===== config.mk =====
export PLATFORM = sky130hd
export DESIGN_NAME = front_panel_control_logic
export DESIGN_NICKNAME = d
export VERILOG_FILES = /design/src/front_panel_pkg.sv /design/src/front_panel_control_logic.sv
export VERILOG_INCLUDE_DIRS = /design/src
export SDC_FILE = /design/constraint.sdc
export NUM_CORES = 2
export LEC_CHECK = 0
export BUFFER_PORTS_ARGS = -buffer_cell sky130_fd_sc_hd__buf_2
export CORE_MARGIN = 3
export CORE_UTILIZATION = 35
export DETAILED_ROUTE_END_ITERATION = 10
export GPL_ROUTABILITY_DRIVEN = 0
export PLACE_DENSITY_LB_ADDON = 0.12
export SLEW_MARGIN = 0
export SYNTH_ARGS = -nofsm -noshare
export SYNTH_HDL_FRONTEND = slang
export SYNTH_SLANG_ARGS = --single-unit

===== constraint.sdc =====
create_clock -name SYS_CLK -period 5.4 [get_ports SYS_CLK]
set_clock_uncertainty 0.05 [all_clocks]
set_input_delay 0.54 -clock SYS_CLK [delete_from_list [all_inputs] [get_ports SYS_CLK]]
set_output_delay 0.54 -clock SYS_CLK [all_outputs]
set_load 0.01 [all_outputs]

===== src/front_panel_regs.svh =====
// Register offsets, reset values and timing counts for the front panel logic
// Overview of operation
// - Prev and next buttons step the selection backward or forward through the controls.
// - The LED of the selected control blinks while it stays selected.
// - Right arrow increases or advances the value; left arrow decreases it.
// - Left and right held together restore the selected control to default; on position only the horizontal part.
// - On position, left+right zeroes horizontal; up+down zeroes vertical position.
// - Control LED green at default value, orange when value differs.
// - A held arrow repeats changes at a rate that rises until it reaches a fixed maximum.
// - Standard lamp shows NTSC or PAL in green; the key selects it.
// - Mode lamp shows SD, HD or 3G high definition in green.
// - HD format offers 1080i, 720p, 1080p, segmented frame; selected lit green.
// - Audio gain indicator green at unity, orange above or below.
// - Audio level lamp green below, yellow near, red above peak threshold.
// - Input lamp green only while a valid computer input is detected.
// - Reference lamp green only while reference present and timing locked.
// - Position sets upper-left corner, size sets lower-right, via four arrows.
// - On size, up+down or left+right restores the largest region size.
// - Both SDI outputs carry identical video except with 3G level B mapping.
// - Composite follows SD picture in SD, outputs black in any HD mode.
// - Digital audio mode: left stream feeds channels 1/2, right feeds 3/4.
// - Output timing offset defaults to zero, adjustable; no reference needed.
`ifndef FRONT_PANEL_REGS_SVH
`define FRONT_PANEL_REGS_SVH

`define FP_CLK_HZ        125000000
`define FP_DEBOUNCE_MS   10
`define FP_CHORD_MS      50
`define FP_REP_START_MS  300
`define FP_REP_MIN_MS    20
`define FP_BLINK_MS      250
`define FP_DEBOUNCE_CYC  (`FP_CLK_HZ / 1000 * `FP_DEBOUNCE_MS)
`define FP_CHORD_CYC     (`FP_CLK_HZ / 1000 * `FP_CHORD_MS)
`define FP_REP_START_CYC (`FP_CLK_HZ / 1000 * `FP_REP_START_MS)
`define FP_REP_MIN_CYC   (`FP_CLK_HZ / 1000 * `FP_REP_MIN_MS)
`define FP_BLINK_CYC     (`FP_CLK_HZ / 1000 * `FP_BLINK_MS)

`define FP_OFS_SEL       8'h00
`define FP_OFS_POS       8'h04
`define FP_OFS_SIZE      8'h08
`define FP_OFS_TIMING    8'h0c
`define FP_OFS_CFG       8'h10
`define FP_OFS_THRESH    8'h14
`define FP_OFS_STATUS    8'h18
`define FP_OFS_VAL_BASE  8'h40

`define FP_POS_H_LSB     0
`define FP_POS_V_LSB     16
`define FP_CFG_LEVELB    0
`define FP_CFG_AUDDIG    1
`define FP_THR_NEAR_LSB  0
`define FP_THR_PEAK_LSB  16

`define FP_H_MAX         12'h77f
`define FP_V_MAX         12'h4af
`define FP_THR_NEAR_RST  16'h6000
`define FP_THR_PEAK_RST  16'h7800
`define FP_NUM_CTRL      11

`endif


===== src/front_panel_pkg.sv =====
// Types shared by the front panel control logic
package front_panel_pkg;

  typedef enum logic [3:0] {
    CTRL_ASPECT = 4'b0000,
    CTRL_POS    = 4'b0001,
    CTRL_SIZE   = 4'b0010,
    CTRL_BORDER = 4'b0011,
    CTRL_SHARP  = 4'b0100,
    CTRL_BARS   = 4'b0101,
    CTRL_STD    = 4'b0110,
    CTRL_MODE   = 4'b0111,
    CTRL_FMT    = 4'b1000,
    CTRL_VGAIN  = 4'b1001,
    CTRL_AGAIN  = 4'b1010
  } ctrl_t;

  typedef enum logic [1:0] {
    MODE_SD = 2'b00,
    MODE_HD = 2'b01,
    MODE_3G = 2'b10
  } mode_t;

  typedef enum logic [1:0] {
    FMT_1080I = 2'b00,
    FMT_720P  = 2'b01,
    FMT_1080P = 2'b10,
    FMT_SEGMENTED_FRAME = 2'b11
  } fmt_t;

  typedef enum logic [1:0] {
    ARW_IDLE  = 2'b00,
    ARW_WAIT  = 2'b01,
    ARW_HOLD  = 2'b10,
    ARW_LATCH = 2'b11
  } arrow_state_t;

endpackage : front_panel_pkg


===== src/front_panel_control_logic.sv =====
// Front panel buttons, control values, LEDs, status lamps and output routing
//
// Our own choices: the Wishbone register port and the register addresses.
`timescale 1ns/1ps
`include "front_panel_regs.svh"

module front_panel_control_logic #(
  parameter int unsigned DEBOUNCE_CYC  = `FP_DEBOUNCE_CYC,
  parameter int unsigned CHORD_CYC     = `FP_CHORD_CYC,
  parameter int unsigned REP_START_CYC = `FP_REP_START_CYC,
  parameter int unsigned REP_MIN_CYC   = `FP_REP_MIN_CYC,
  parameter int unsigned BLINK_CYC     = `FP_BLINK_CYC
) (
  input  wire logic        SYS_CLK,        // 125 MHz system clock
  input  wire logic        RST,            // Synchronous reset, active high
  input  wire logic        WB_CYC_I,       // Wishbone cycle
  input  wire logic        WB_STB_I,       // Wishbone strobe
  input  wire logic        WB_WE_I,        // Wishbone write enable
  input  wire logic [7:0]  WB_ADR_I,       // Wishbone byte address
  input  wire logic [3:0]  WB_SEL_I,       // Wishbone byte selects
  input  wire logic [31:0] WB_DAT_I,       // Wishbone write data
  output logic      [31:0] WB_DAT_O,       // Wishbone read data
  output logic             WB_ACK_O,       // Wishbone acknowledge
  input  wire logic        BTN_PREV,       // Step back button, high pressed
  input  wire logic        BTN_NEXT,       // Step forward button
  input  wire logic        BTN_UP,         // Up arrow
  input  wire logic        BTN_DOWN,       // Down arrow
  input  wire logic        BTN_LEFT,       // Left arrow
  input  wire logic        BTN_RIGHT,      // Right arrow
  input  wire logic        INPUT_VALID,    // Valid DVI or VGA input detected
  input  wire logic        REF_PRESENT,    // Valid reference present
  input  wire logic        REF_LOCKED,     // Output timing locked to reference
  input  wire logic [15:0] AUDIO_LEVEL,    // Peak level of output channels 1 and 2
  output logic [10:0]      CTRL_LED_GRN,   // Control LED green die, per control
  output logic [10:0]      CTRL_LED_RED,   // Control LED red die; both lit is orange
  output logic             STD_NTSC_LED,   // NTSC selected, green
  output logic             STD_PAL_LED,    // PAL selected, green
  output logic [2:0]       MODE_LED,       // SD, HD, 3G lamps, green
  output logic [3:0]       FMT_LED,        // 1080i, 720p, 1080p, segmented frame
  output logic             AGAIN_LED_GRN,  // Audio gain lamp green die
  output logic             AGAIN_LED_RED,  // Audio gain lamp red die
  output logic             LVL_LED_GRN,    // Audio level below threshold
  output logic             LVL_LED_YEL,    // Audio level approaching threshold
  output logic             LVL_LED_RED,    // Audio level above threshold
  output logic             INPUT_LED,      // Input lamp, green
  output logic             REF_LED,        // Reference lamp, green
  output logic             SDI2_MIRROR,    // SDI out 2 copies SDI out 1
  output logic             CPST_BLACK,     // Composite output forced to black
  output logic             AUD_RIGHT_TO_34,// Right input stream feeds channels 3/4
  output logic             FREE_RUN,       // Output timing runs without reference
  output logic [11:0]      REGION_X0,      // Selection upper-left horizontal
  output logic [11:0]      REGION_Y0,      // Selection upper-left vertical
  output logic [11:0]      REGION_X1,      // Selection lower-right horizontal
  output logic [11:0]      REGION_Y1,      // Selection lower-right vertical
  output logic [23:0]      TIMING_OFFSET   // Output timing offset from reference
);

  localparam int NCTRL = `FP_NUM_CTRL;
  localparam logic [7:0] VAL_DEF [NCTRL] = '{8'h00, 8'h00, 8'h00, 8'h00, 8'h80, 8'h00,
                                             8'h00, 8'h01, 8'h00, 8'h80, 8'h80};
  localparam logic [7:0] VAL_MAX [NCTRL] = '{8'h03, 8'h00, 8'h00, 8'hff, 8'hff, 8'h01,
                                             8'h01, 8'h02, 8'h03, 8'hff, 8'hff};

  // Debounce: raw order is prev, next, up, down, left, right
  logic [5:0]  raw;
  logic [5:0]  deb_reg;
  logic [5:0]  deb_prev_reg;
  assign raw = {BTN_RIGHT, BTN_LEFT, BTN_DOWN, BTN_UP, BTN_NEXT, BTN_PREV};

  genvar gi;
  generate
    for (gi = 0; gi < 6; gi++)
    begin : g_deb
      logic [31:0] cnt_reg;
      always_ff @(posedge SYS_CLK)
      begin
        if (RST)
        begin
          cnt_reg     <= 32'h0;
          deb_reg[gi] <= 1'b0;
        end
        else if (raw[gi] == deb_reg[gi])
          cnt_reg <= 32'h0;
        else if (cnt_reg >= DEBOUNCE_CYC - 1)
        begin
          cnt_reg     <= 32'h0;
          deb_reg[gi] <= raw[gi];
        end
        else
          cnt_reg <= cnt_reg + 32'h1;
      end
    end
  endgenerate

  always_ff @(posedge SYS_CLK)
  begin
    if (RST)
      deb_prev_reg <= 6'h00;
    else
      deb_prev_reg <= deb_reg;
  end

  logic prev_press;
  logic next_press;
  logic [3:0] arrows;
  logic chord_lr;
  logic chord_ud;
  assign prev_press = deb_reg[0] & ~deb_prev_reg[0];
  assign next_press = deb_reg[1] & ~deb_prev_reg[1];
  assign arrows     = deb_reg[5:2];
  assign chord_lr   = arrows[3] & arrows[2];
  assign chord_ud   = arrows[1] & arrows[0];

  // Selected control
  front_panel_pkg::ctrl_t sel_reg;
  logic wb_acc;
  logic wb_wr;
  assign wb_acc = WB_CYC_I & WB_STB_I & ~WB_ACK_O;
  assign wb_wr  = wb_acc & WB_WE_I;

  always_ff @(posedge SYS_CLK)
  begin
    if (RST)
      sel_reg <= front_panel_pkg::CTRL_ASPECT;
    else if (wb_wr && WB_ADR_I == `FP_OFS_SEL && WB_SEL_I[0] && WB_DAT_I[3:0] < 4'(NCTRL))
      sel_reg <= front_panel_pkg::ctrl_t'(WB_DAT_I[3:0]);
    else if (next_press)
      sel_reg <= (sel_reg == front_panel_pkg::CTRL_AGAIN) ? front_panel_pkg::CTRL_ASPECT
               : front_panel_pkg::ctrl_t'(sel_reg + 4'h1);
    else if (prev_press)
      sel_reg <= (sel_reg == front_panel_pkg::CTRL_ASPECT) ? front_panel_pkg::CTRL_AGAIN
               : front_panel_pkg::ctrl_t'(sel_reg - 4'h1);
  end

  // Arrow handler: a short window lets a partner button join before a single action fires
  front_panel_pkg::arrow_state_t arw_reg;
  logic [31:0] tmr_reg;
  logic [31:0] period_reg;
  logic [3:0]  seen_reg;
  logic        act_step;
  logic        act_reset;
  logic [3:0]  step_dir;

  always_ff @(posedge SYS_CLK)
  begin
    if (RST)
    begin
      arw_reg    <= front_panel_pkg::ARW_IDLE;
      tmr_reg    <= 32'h0;
      period_reg <= 32'h0;
      seen_reg   <= 4'h0;
    end
    else
    begin
      tmr_reg <= tmr_reg + 32'h1;
      case (arw_reg)
        front_panel_pkg::ARW_IDLE:
        begin
          seen_reg <= arrows;
          tmr_reg  <= 32'h0;
          if (|arrows)
            arw_reg <= front_panel_pkg::ARW_WAIT;
        end
        front_panel_pkg::ARW_WAIT:
        begin
          seen_reg <= seen_reg | arrows;
          if (!(|arrows))
            arw_reg <= front_panel_pkg::ARW_IDLE;
          else if (tmr_reg >= CHORD_CYC - 1)
          begin
            tmr_reg    <= 32'h0;
            period_reg <= REP_START_CYC;
            arw_reg    <= (chord_lr | chord_ud) ? front_panel_pkg::ARW_LATCH
                        : front_panel_pkg::ARW_HOLD;
          end
        end
        front_panel_pkg::ARW_HOLD:
        begin
          if (!(|arrows))
            arw_reg <= front_panel_pkg::ARW_IDLE;
          else if (chord_lr | chord_ud)
            arw_reg <= front_panel_pkg::ARW_LATCH;
          else if (tmr_reg >= period_reg - 1)
          begin
            tmr_reg <= 32'h0;
            // Each repeat shortens the interval by a quarter, down to a floor
            period_reg <= (period_reg - (period_reg >> 2) < REP_MIN_CYC) ? REP_MIN_CYC
                        : period_reg - (period_reg >> 2);
          end
        end
        front_panel_pkg::ARW_LATCH:
        begin
          if (!(|arrows))
            arw_reg <= front_panel_pkg::ARW_IDLE;
        end
        default:
          arw_reg <= front_panel_pkg::ARW_IDLE;
      endcase
    end
  end

  always_comb
  begin
    act_step  = 1'b0;
    act_reset = 1'b0;
    step_dir  = arrows;
    case (arw_reg)
      front_panel_pkg::ARW_WAIT:
      begin
        // A tap shorter than the chord window still steps once on release
        step_dir  = (|arrows) ? arrows : seen_reg;
        act_step  = !(|arrows) || (tmr_reg >= CHORD_CYC - 1 && !(chord_lr | chord_ud));
        act_reset = (|arrows) && tmr_reg >= CHORD_CYC - 1 && (chord_lr | chord_ud);
      end
      front_panel_pkg::ARW_HOLD:
      begin
        act_reset = (|arrows) && (chord_lr | chord_ud);
        act_step  = (|arrows) && !(chord_lr | chord_ud) && tmr_reg >= period_reg - 1;
      end
      default:
      begin
        act_step  = 1'b0;
        act_reset = 1'b0;
      end
    endcase
  end

  // Region corners; step_dir order is up, down, left, right
  logic [11:0] pos_h_reg;
  logic [11:0] pos_v_reg;
  logic [11:0] size_h_reg;
  logic [11:0] size_v_reg;
  logic on_pos;
  logic on_size;
  assign on_pos  = (sel_reg == front_panel_pkg::CTRL_POS);
  assign on_size = (sel_reg == front_panel_pkg::CTRL_SIZE);

  function automatic logic [11:0] nudge(input logic [11:0] v, input logic inc,
                                        input logic dec, input logic [11:0] lo,
                                        input logic [11:0] hi);
    logic [11:0] r;
    r = v;
    if (inc && v < hi)
      r = v + 12'h1;
    else if (dec && v > lo)
      r = v - 12'h1;
    return r;
  endfunction : nudge

  always_ff @(posedge SYS_CLK)
  begin
    if (RST)
    begin
      pos_h_reg  <= 12'h000;
      pos_v_reg  <= 12'h000;
      size_h_reg <= `FP_H_MAX;
      size_v_reg <= `FP_V_MAX;
    end
    else if (wb_wr && WB_ADR_I == `FP_OFS_POS)
    begin
      pos_h_reg <= WB_DAT_I[`FP_POS_H_LSB +: 12];
      pos_v_reg <= WB_DAT_I[`FP_POS_V_LSB +: 12];
    end
    else if (wb_wr && WB_ADR_I == `FP_OFS_SIZE)
    begin
      size_h_reg <= WB_DAT_I[`FP_POS_H_LSB +: 12];
      size_v_reg <= WB_DAT_I[`FP_POS_V_LSB +: 12];
    end
    else if (act_reset && on_pos)
    begin
      if (chord_lr)
        pos_h_reg <= 12'h000;
      if (chord_ud)
        pos_v_reg <= 12'h000;
    end
    else if (act_reset && on_size)
    begin
      size_h_reg <= `FP_H_MAX;
      size_v_reg <= `FP_V_MAX;
    end
    else if (act_step && on_pos)
    begin
      // Upper-left corner can reach but not pass right of or below the lower-right one
      pos_h_reg <= nudge(pos_h_reg, step_dir[3], step_dir[2], 12'h000, size_h_reg);
      pos_v_reg <= nudge(pos_v_reg, step_dir[1], step_dir[0], 12'h000, size_v_reg);
    end
    else if (act_step && on_size)
    begin
      size_h_reg <= nudge(size_h_reg, step_dir[3], step_dir[2], pos_h_reg, `FP_H_MAX);
      size_v_reg <= nudge(size_v_reg, step_dir[1], step_dir[0], pos_v_reg, `FP_V_MAX);
    end
  end

  // Scalar control values, one generate entry per control
  logic [7:0] val_reg [NCTRL];
  logic [NCTRL-1:0] at_def;

  generate
    for (gi = 0; gi < NCTRL; gi++)
    begin : g_val
      always_ff @(posedge SYS_CLK)
      begin
        if (RST)
          val_reg[gi] <= VAL_DEF[gi];
        else if (wb_wr && WB_ADR_I == 8'(`FP_OFS_VAL_BASE + 4 * gi) && WB_SEL_I[0])
          val_reg[gi] <= (WB_DAT_I[7:0] > VAL_MAX[gi]) ? VAL_MAX[gi] : WB_DAT_I[7:0];
        else if (sel_reg == 4'(gi) && act_reset && chord_lr)
          val_reg[gi] <= VAL_DEF[gi];
        else if (sel_reg == 4'(gi) && act_step && (step_dir[3] | step_dir[1])
                 && val_reg[gi] < VAL_MAX[gi])
          val_reg[gi] <= val_reg[gi] + 8'h1;
        else if (sel_reg == 4'(gi) && act_step && (step_dir[2] | step_dir[0])
                 && val_reg[gi] > 8'h00)
          val_reg[gi] <= val_reg[gi] - 8'h1;
      end
      if (gi == 1)
      begin : g_pos
        assign at_def[gi] = (pos_h_reg == 12'h000) && (pos_v_reg == 12'h000);
      end
      else if (gi == 2)
      begin : g_size
        assign at_def[gi] = (size_h_reg == `FP_H_MAX) && (size_v_reg == `FP_V_MAX);
      end
      else
      begin : g_sc
        assign at_def[gi] = (val_reg[gi] == VAL_DEF[gi]);
      end
    end
  endgenerate

  // Configuration, thresholds and timing offset
  logic        level_b_reg;
  logic        aud_dig_reg;
  logic [15:0] thr_near_reg;
  logic [15:0] thr_peak_reg;
  logic [23:0] timing_reg;

  always_ff @(posedge SYS_CLK)
  begin
    if (RST)
    begin
      level_b_reg  <= 1'b0;
      aud_dig_reg  <= 1'b0;
      thr_near_reg <= `FP_THR_NEAR_RST;
      thr_peak_reg <= `FP_THR_PEAK_RST;
      timing_reg   <= 24'h000000;
    end
    else if (wb_wr)
    begin
      if (WB_ADR_I == `FP_OFS_CFG && WB_SEL_I[0])
      begin
        level_b_reg <= WB_DAT_I[`FP_CFG_LEVELB];
        aud_dig_reg <= WB_DAT_I[`FP_CFG_AUDDIG];
      end
      if (WB_ADR_I == `FP_OFS_THRESH)
      begin
        thr_near_reg <= WB_DAT_I[`FP_THR_NEAR_LSB +: 16];
        thr_peak_reg <= WB_DAT_I[`FP_THR_PEAK_LSB +: 16];
      end
      if (WB_ADR_I == `FP_OFS_TIMING)
        timing_reg <= WB_DAT_I[23:0];
    end
  end

  // Blink phase for the selected control
  logic [31:0] blink_cnt_reg;
  logic        blink_reg;
  always_ff @(posedge SYS_CLK)
  begin
    if (RST)
    begin
      blink_cnt_reg <= 32'h0;
      blink_reg     <= 1'b1;
    end
    else if (blink_cnt_reg >= BLINK_CYC - 1)
    begin
      blink_cnt_reg <= 32'h0;
      blink_reg     <= ~blink_reg;
    end
    else
      blink_cnt_reg <= blink_cnt_reg + 32'h1;
  end

  // Lamps and routing, all registered
  logic [1:0] mode_v;
  assign mode_v = val_reg[front_panel_pkg::CTRL_MODE][1:0];

  always_ff @(posedge SYS_CLK)
  begin
    if (RST)
    begin
      CTRL_LED_GRN    <= 11'h000;
      CTRL_LED_RED    <= 11'h000;
      STD_NTSC_LED    <= 1'b0;
      STD_PAL_LED     <= 1'b0;
      MODE_LED        <= 3'h0;
      FMT_LED         <= 4'h0;
      AGAIN_LED_GRN   <= 1'b0;
      AGAIN_LED_RED   <= 1'b0;
      LVL_LED_GRN     <= 1'b0;
      LVL_LED_YEL     <= 1'b0;
      LVL_LED_RED     <= 1'b0;
      INPUT_LED       <= 1'b0;
      REF_LED         <= 1'b0;
      SDI2_MIRROR     <= 1'b1;
      CPST_BLACK      <= 1'b0;
      AUD_RIGHT_TO_34 <= 1'b0;
      FREE_RUN        <= 1'b1;
    end
    else
    begin
      for (int i = 0; i < NCTRL; i++)
      begin
        // Green die always lit unless blanked; red die added for orange
        CTRL_LED_GRN[i] <= (sel_reg != 4'(i)) | blink_reg;
        CTRL_LED_RED[i] <= ~at_def[i] & ((sel_reg != 4'(i)) | blink_reg);
      end
      STD_NTSC_LED  <= (val_reg[front_panel_pkg::CTRL_STD][0] == 1'b0);
      STD_PAL_LED   <= (val_reg[front_panel_pkg::CTRL_STD][0] == 1'b1);
      MODE_LED      <= 3'b001 << mode_v;
      FMT_LED       <= 4'b0001 << val_reg[front_panel_pkg::CTRL_FMT][1:0];
      AGAIN_LED_GRN <= 1'b1;
      AGAIN_LED_RED <= ~at_def[front_panel_pkg::CTRL_AGAIN];
      LVL_LED_GRN   <= (AUDIO_LEVEL < thr_near_reg);
      LVL_LED_YEL   <= (AUDIO_LEVEL >= thr_near_reg) && (AUDIO_LEVEL <= thr_peak_reg);
      LVL_LED_RED   <= (AUDIO_LEVEL > thr_peak_reg);
      INPUT_LED     <= INPUT_VALID;
      REF_LED       <= REF_PRESENT & REF_LOCKED;
      // Level B splits the link across both outputs, so mirroring stops
      SDI2_MIRROR   <= ~(level_b_reg && mode_v == front_panel_pkg::MODE_3G);
      CPST_BLACK    <= (mode_v != front_panel_pkg::MODE_SD);
      AUD_RIGHT_TO_34 <= aud_dig_reg;
      FREE_RUN      <= ~(REF_PRESENT & REF_LOCKED);
    end
  end

  assign REGION_X0     = pos_h_reg;
  assign REGION_Y0     = pos_v_reg;
  assign REGION_X1     = size_h_reg;
  assign REGION_Y1     = size_v_reg;
  assign TIMING_OFFSET = timing_reg;

  // Wishbone slave: one wait state, unmapped reads return zero
  logic [31:0] rd_data;
  always_comb
  begin
    rd_data = 32'h0;
    case (WB_ADR_I)
      `FP_OFS_SEL:    rd_data = {28'h0, sel_reg};
      `FP_OFS_POS:    rd_data = {4'h0, pos_v_reg, 4'h0, pos_h_reg};
      `FP_OFS_SIZE:   rd_data = {4'h0, size_v_reg, 4'h0, size_h_reg};
      `FP_OFS_TIMING: rd_data = {8'h0, timing_reg};
      `FP_OFS_CFG:    rd_data = {30'h0, aud_dig_reg, level_b_reg};
      `FP_OFS_THRESH: rd_data = {thr_peak_reg, thr_near_reg};
      `FP_OFS_STATUS: rd_data = {16'h0, AUDIO_LEVEL[15:12], 1'b0, REF_LOCKED, REF_PRESENT,
                                 INPUT_VALID, 2'h0, deb_reg};
      default:
      begin
        for (int i = 0; i < NCTRL; i++)
          if (WB_ADR_I == 8'(`FP_OFS_VAL_BASE + 4 * i))
            rd_data = {24'h0, val_reg[i]};
      end
    endcase
  end

  always_ff @(posedge SYS_CLK)
  begin
    if (RST)
    begin
      WB_ACK_O <= 1'b0;
      WB_DAT_O <= 32'h0;
    end
    else
    begin
      WB_ACK_O <= wb_acc;
      WB_DAT_O <= wb_acc ? rd_data : 32'h0;
    end
  end

endmodule : front_panel_control_logic


==> impl_summary.md <==
Timing
The final worst-path setup slack is around 0.20 ns. The maximum operating frequency is 192 MHz. The normalized max-slew margin is 0.190. The final critical path time including I/O delays and setup is ~5.2 ns. The max-slew violation count came to 0. For the final routed database, the setup TNS stands at 0 ns. The total count of hold-check failures in the final report came to 0. For the pin with the worst max-slew slack, the measured transition is 1.21 ns. The portion of the clock cycle consumed by the worst path in the final layout is 0.963. The number of setup violations in the final report is 0.

Worst setup path
The worst setup path is launched from a flip-flop. Counting cells, the worst reg-to-reg path comes to 21. The start-to-end type of the worst setup path is flip-flop to flip-flop.

Data on the critical path arrives at its endpoint at 5.61 ns. In this run the critical register-to-register path is launched from period_reg[2]$_SDFFE_PP0P_. In this run the critical register-to-register path is captured at val_reg[8][5]$_SDFFCE_PN0P_. The cell seen most often among critical-path stages is sky130_fd_sc_hd__buf_4. Traced cell by cell, the critical path runs through nor4_4 -> nand2_1 -> or3_4 -> nand2b_4 -> or4_4 -> nand2b_4 -> nor4_4 -> xnor2_1 -> ha_2 -> o211ai_1 -> o21ai_1 -> o21bai_4 -> nand3_2 -> nor4_2 -> buf_4 -> o211ai_1 -> buf_4 -> buf_4 -> or4b_2 -> o21ai_2 -> mux2i_1. The number of cells on the critical path is 21. Together, buffers and inverters on the worst path number 3.

Among cell families on the critical path, the largest total delay comes from simple AND/OR/NAND/NOR gates. The cell with the largest stage delay on the worst path is sky130_fd_sc_hd__or4b_2. STA classifies the critical path endpoint as a flip-flop.

The critical path launch point is period_reg[2]$_SDFFE_PP0P_. In this run the worst path has a maximum fanout of 4. The largest stage delay on the critical path is 0.66 ns.

For the worst setup path, the data required time is 5.82 ns. The destination of the critical timing path is val_reg[8][5]$_SDFFCE_PN0P_. The setup slack of the most critical reg-to-reg path is 0.20 ns.

Floorplanning
The die width is slightly above 300 um. The die outline area is 94800 sq um. The region available for standard cell placement spans around 90000 sq um. The initialized floorplan defines 110 standard-cell rows. The number of primary I/O pins is around 220.

For this configuration, the core starts out at a cell density of 0.354. The height of the die is 308 um.

Clocking
The TritonCTS clock tree is built. In this run the deepest clock path goes through 3 buffers. The clock insertion delay at the later pin of the skew report is approximately 0.62 ns. The H-tree generated during clock tree synthesis spans 3 levels.

Buffers inserted to repair hold after CTS numbered 0. The total CTS buffers is 68. Clock-pin slew was measured on the worst setup and hold paths at around 0.06 ns. The number of clock sinks seen by CTS is around 580. The library cell used as clock root buffer is sky130_fd_sc_hd__clkbuf_16.

Final layout
The filler cell count in the final layout is 9143. The flip-flop count of the largest register, all copies and words added is around 190. In the final layout, flip-flops and latches occupy approximately 12000 sq um. The area growth from synthesis to layout is 18.5%. The net count of the finished layout is ~4400. The library cells used most frequently in the layout, excluding fill and tap cells, are sky130_fd_sc_hd__nor2_1 (507), sky130_fd_sc_hd__dfxtp_1 (487), sky130_fd_sc_hd__nand2_1 (365).

Of the cells placed in the final design, the portion with a size suffix greater than 1 is 0.130. The leading cell type in the layout, fill and taps excluded is sky130_fd_sc_hd__nor2_1. The footprint of the multi-input gates is approximately 19000 sq um.

Route
The number of DRC violations after detailed routing is 0. The final layout contains routed wiring with a total length of 107000 um. The detail-routed via count per cell is between 5 and 6. The final route contains ~29000 vias. The remaining number of nets flagged by the antenna check after routing is 0. The first routing iteration left ~2300 violations. The first detailed-routing pass took 6 iterations.

The average detailed-routed wire length per instance is 20.2 um.

GRT
The first global-routing pass estimated about 160000 um of wire. The total track usage is 0.222. The number of antenna violations at the first check in global routing is 8. The number of global-route vias before repair is 27400. For this run the aggregate overflow at the end of global routing stands at 0. The largest net degree at the start of global routing is between 60 and 70.

Place
At the placement stage, the worst setup path has a slack of -0.220 ns. The number of buffers added on ports is around 220. After legalization and detailed placement, the total HPWL measured around 80000 um.

Synthesis
After synthesis, the share of flip-flops with an asynchronous set or reset is 0. Ranked by total cell area, the synthesized netlist is headed by sky130_fd_sc_hd__dfxtp_1 (31%), sky130_fd_sc_hd__edfxtp_1 (8.3%), sky130_fd_sc_hd__ha_1 (8.0%). The fraction of synthesized cell area taken by the top area cell type is 0.306.

In this run, synthesis produced a sequential element count of roughly 580. The number of warnings issued by yosys is 0. The synthesized area divided by synthesized cell count is about 8.5 sq um. For this run, the register share of the synthesized area comes to 0.389.

The synthesized design spends more area on one cell type than any other, namely sky130_fd_sc_hd__dfxtp_1. Yosys mapped a number of flops with a built-in enable equal to a little under 90. Among all flip-flop cells after synthesis, the most frequent one is sky130_fd_sc_hd__dfxtp_1.

The mapped cell area is approximately 32000 sq um. Synthesis handed over a netlist of roughly 3800 instances. In this run, distinct cell masters in the synthesized netlist total 96.

Worst hold path
The tightest min-delay check is of the input port to flip-flop type.

Outcome
The flow ran to the end, and the final reports show no timing, DRC or antenna violations.

Pwr
The cell leakage power is 14.7 nW. Across the VDD grid, the largest voltage drop is between 150 and 200 uV. The ratio of total power to cell area is 308 nW/um^2.

Run
Max-cap violations in this run came to 0.
==> cell usage after synthesis (all sizes together), types with 26 or more instances <==
| master | instances |
|---|---|
| clkbuf | 138 |
| xnor2 | 182 |
| inv | 162 |
| nor2b | 30 |
| edfxtp | 88 |
| a31oi | 33 |
| xor2 | 143 |
| a21oi | 216 |
| a21o | 59 |
| and3 | 69 |
| nand4 | 53 |
| nand2 | 368 |
| nand3 | 140 |
| o21ai | 123 |
| nor4 | 55 |
| dfxtp | 488 |
| nor3 | 123 |
| nor2 | 513 |
| ha | 205 |
| a211oi | 62 |
| o211ai | 42 |
| a22oi | 79 |
| o21a | 26 |
==> worst min path at each step <==
stage | slack [ns] | from | cells past startpoint | endpoint
finish | 0.1 | WB_DAT_I[28] | 3 | thr_peak_reg[12]$_SDFFE_PP1P_
global route | 0.09 | WB_DAT_I[30] | 3 | thr_peak_reg[14]$_SDFFE_PP1P_
CTS | 0.06 | WB_DAT_I[28] | 3 | thr_peak_reg[12]$_SDFFE_PP1P_
detailed placement | 0.38 | g_deb[4].cnt_reg[0]$_SDFF_PP0_ | 1 | g_deb[4].cnt_reg[0]$_SDFF_PP0_
global placement | 0.38 | g_deb[4].cnt_reg[0]$_SDFF_PP0_ | 1 | g_deb[4].cnt_reg[0]$_SDFF_PP0_
floorplan | 0.33 | level_b_reg$_SDFFE_PP0P_ | 1 | SDI2_MIRROR$_SDFF_PP1_
==> per-layer routing <==
layer	vias up	share of wire	GRT usage
li1	14000	-	-
met1	13500	0.45	0.298
met2	889	0.44	0.354
met3	189	0.076	0.0525
met4	8	0.029	0.0657
met5	-	0.00071	0
==> per-stage QoR <==
stage	hold slack, ns	utilization	instance area (sq um)	instances	power, mW
after global placement	0.378	0.390	35200	5195	6.75
after CTS	0.0599	0.417	37600	5315	11.7
after floorplan	0.331	-	32200	3836	6.08
after detailed placement	0.385	0.390	35200	5195	6.75
after global routing	0.0860	0.419	37800	5318	12.2
final	0.0980	0.419	37800	5321	11.6
==> worst min-delay path: cells and delay by family <==
family                 cells  cell delay, ns
AND/OR/NAND/NOR            1            0.04
buffers and inverters      1            0.08
AO/OA/AOI/OAI              1            0.07
==> where the power goes <==
group | leakage [nW] | internal (mW) | switching [mW]
registers | 4.87 | 4.45 | 0.113
logic | 8.72 | 0.901 | 1.31
clock network | 1.16 | 2.93 | 1.91
==> logic make-up after synthesis <==
family	after synthesis	share of synthesized area
mux	17	0.00612
simple gates	1494	0.219
compound gates	817	0.173
flops	576	0.389
xor+xnor	325	0.0893
buf+inv	324	0.0391
fa+ha+maj	210	0.0836
other cells	1	0.000118
==> final cells by class <==
type | instances | share of cell area
Antenna cell | 3 | 0.000199
Clock buffer | 95 | 0.0529
Clock inverter | 25 | 0.00924
Inverter | 163 | 0.0162
Multi-Input combinational cell | 2936 | 0.496
Sequential cell | 576 | 0.329
Tap cell | 1176 | 0.0389
Timing Repair Buffer | 347 | 0.0575
==> what timing repair did <==
| item | in CTS | in global routing |
|---|---|---|
| buffers inserted | 0 | 4 |
| pin swaps | 2 | 20 |
| gates resized for setup | 11 | 35 |
| hold endpoints to repair | 0 | 0 |
| endpoints found under the setup margin | 93 | 177 |
Note: power is estimated with default switching activity, not from simulation.
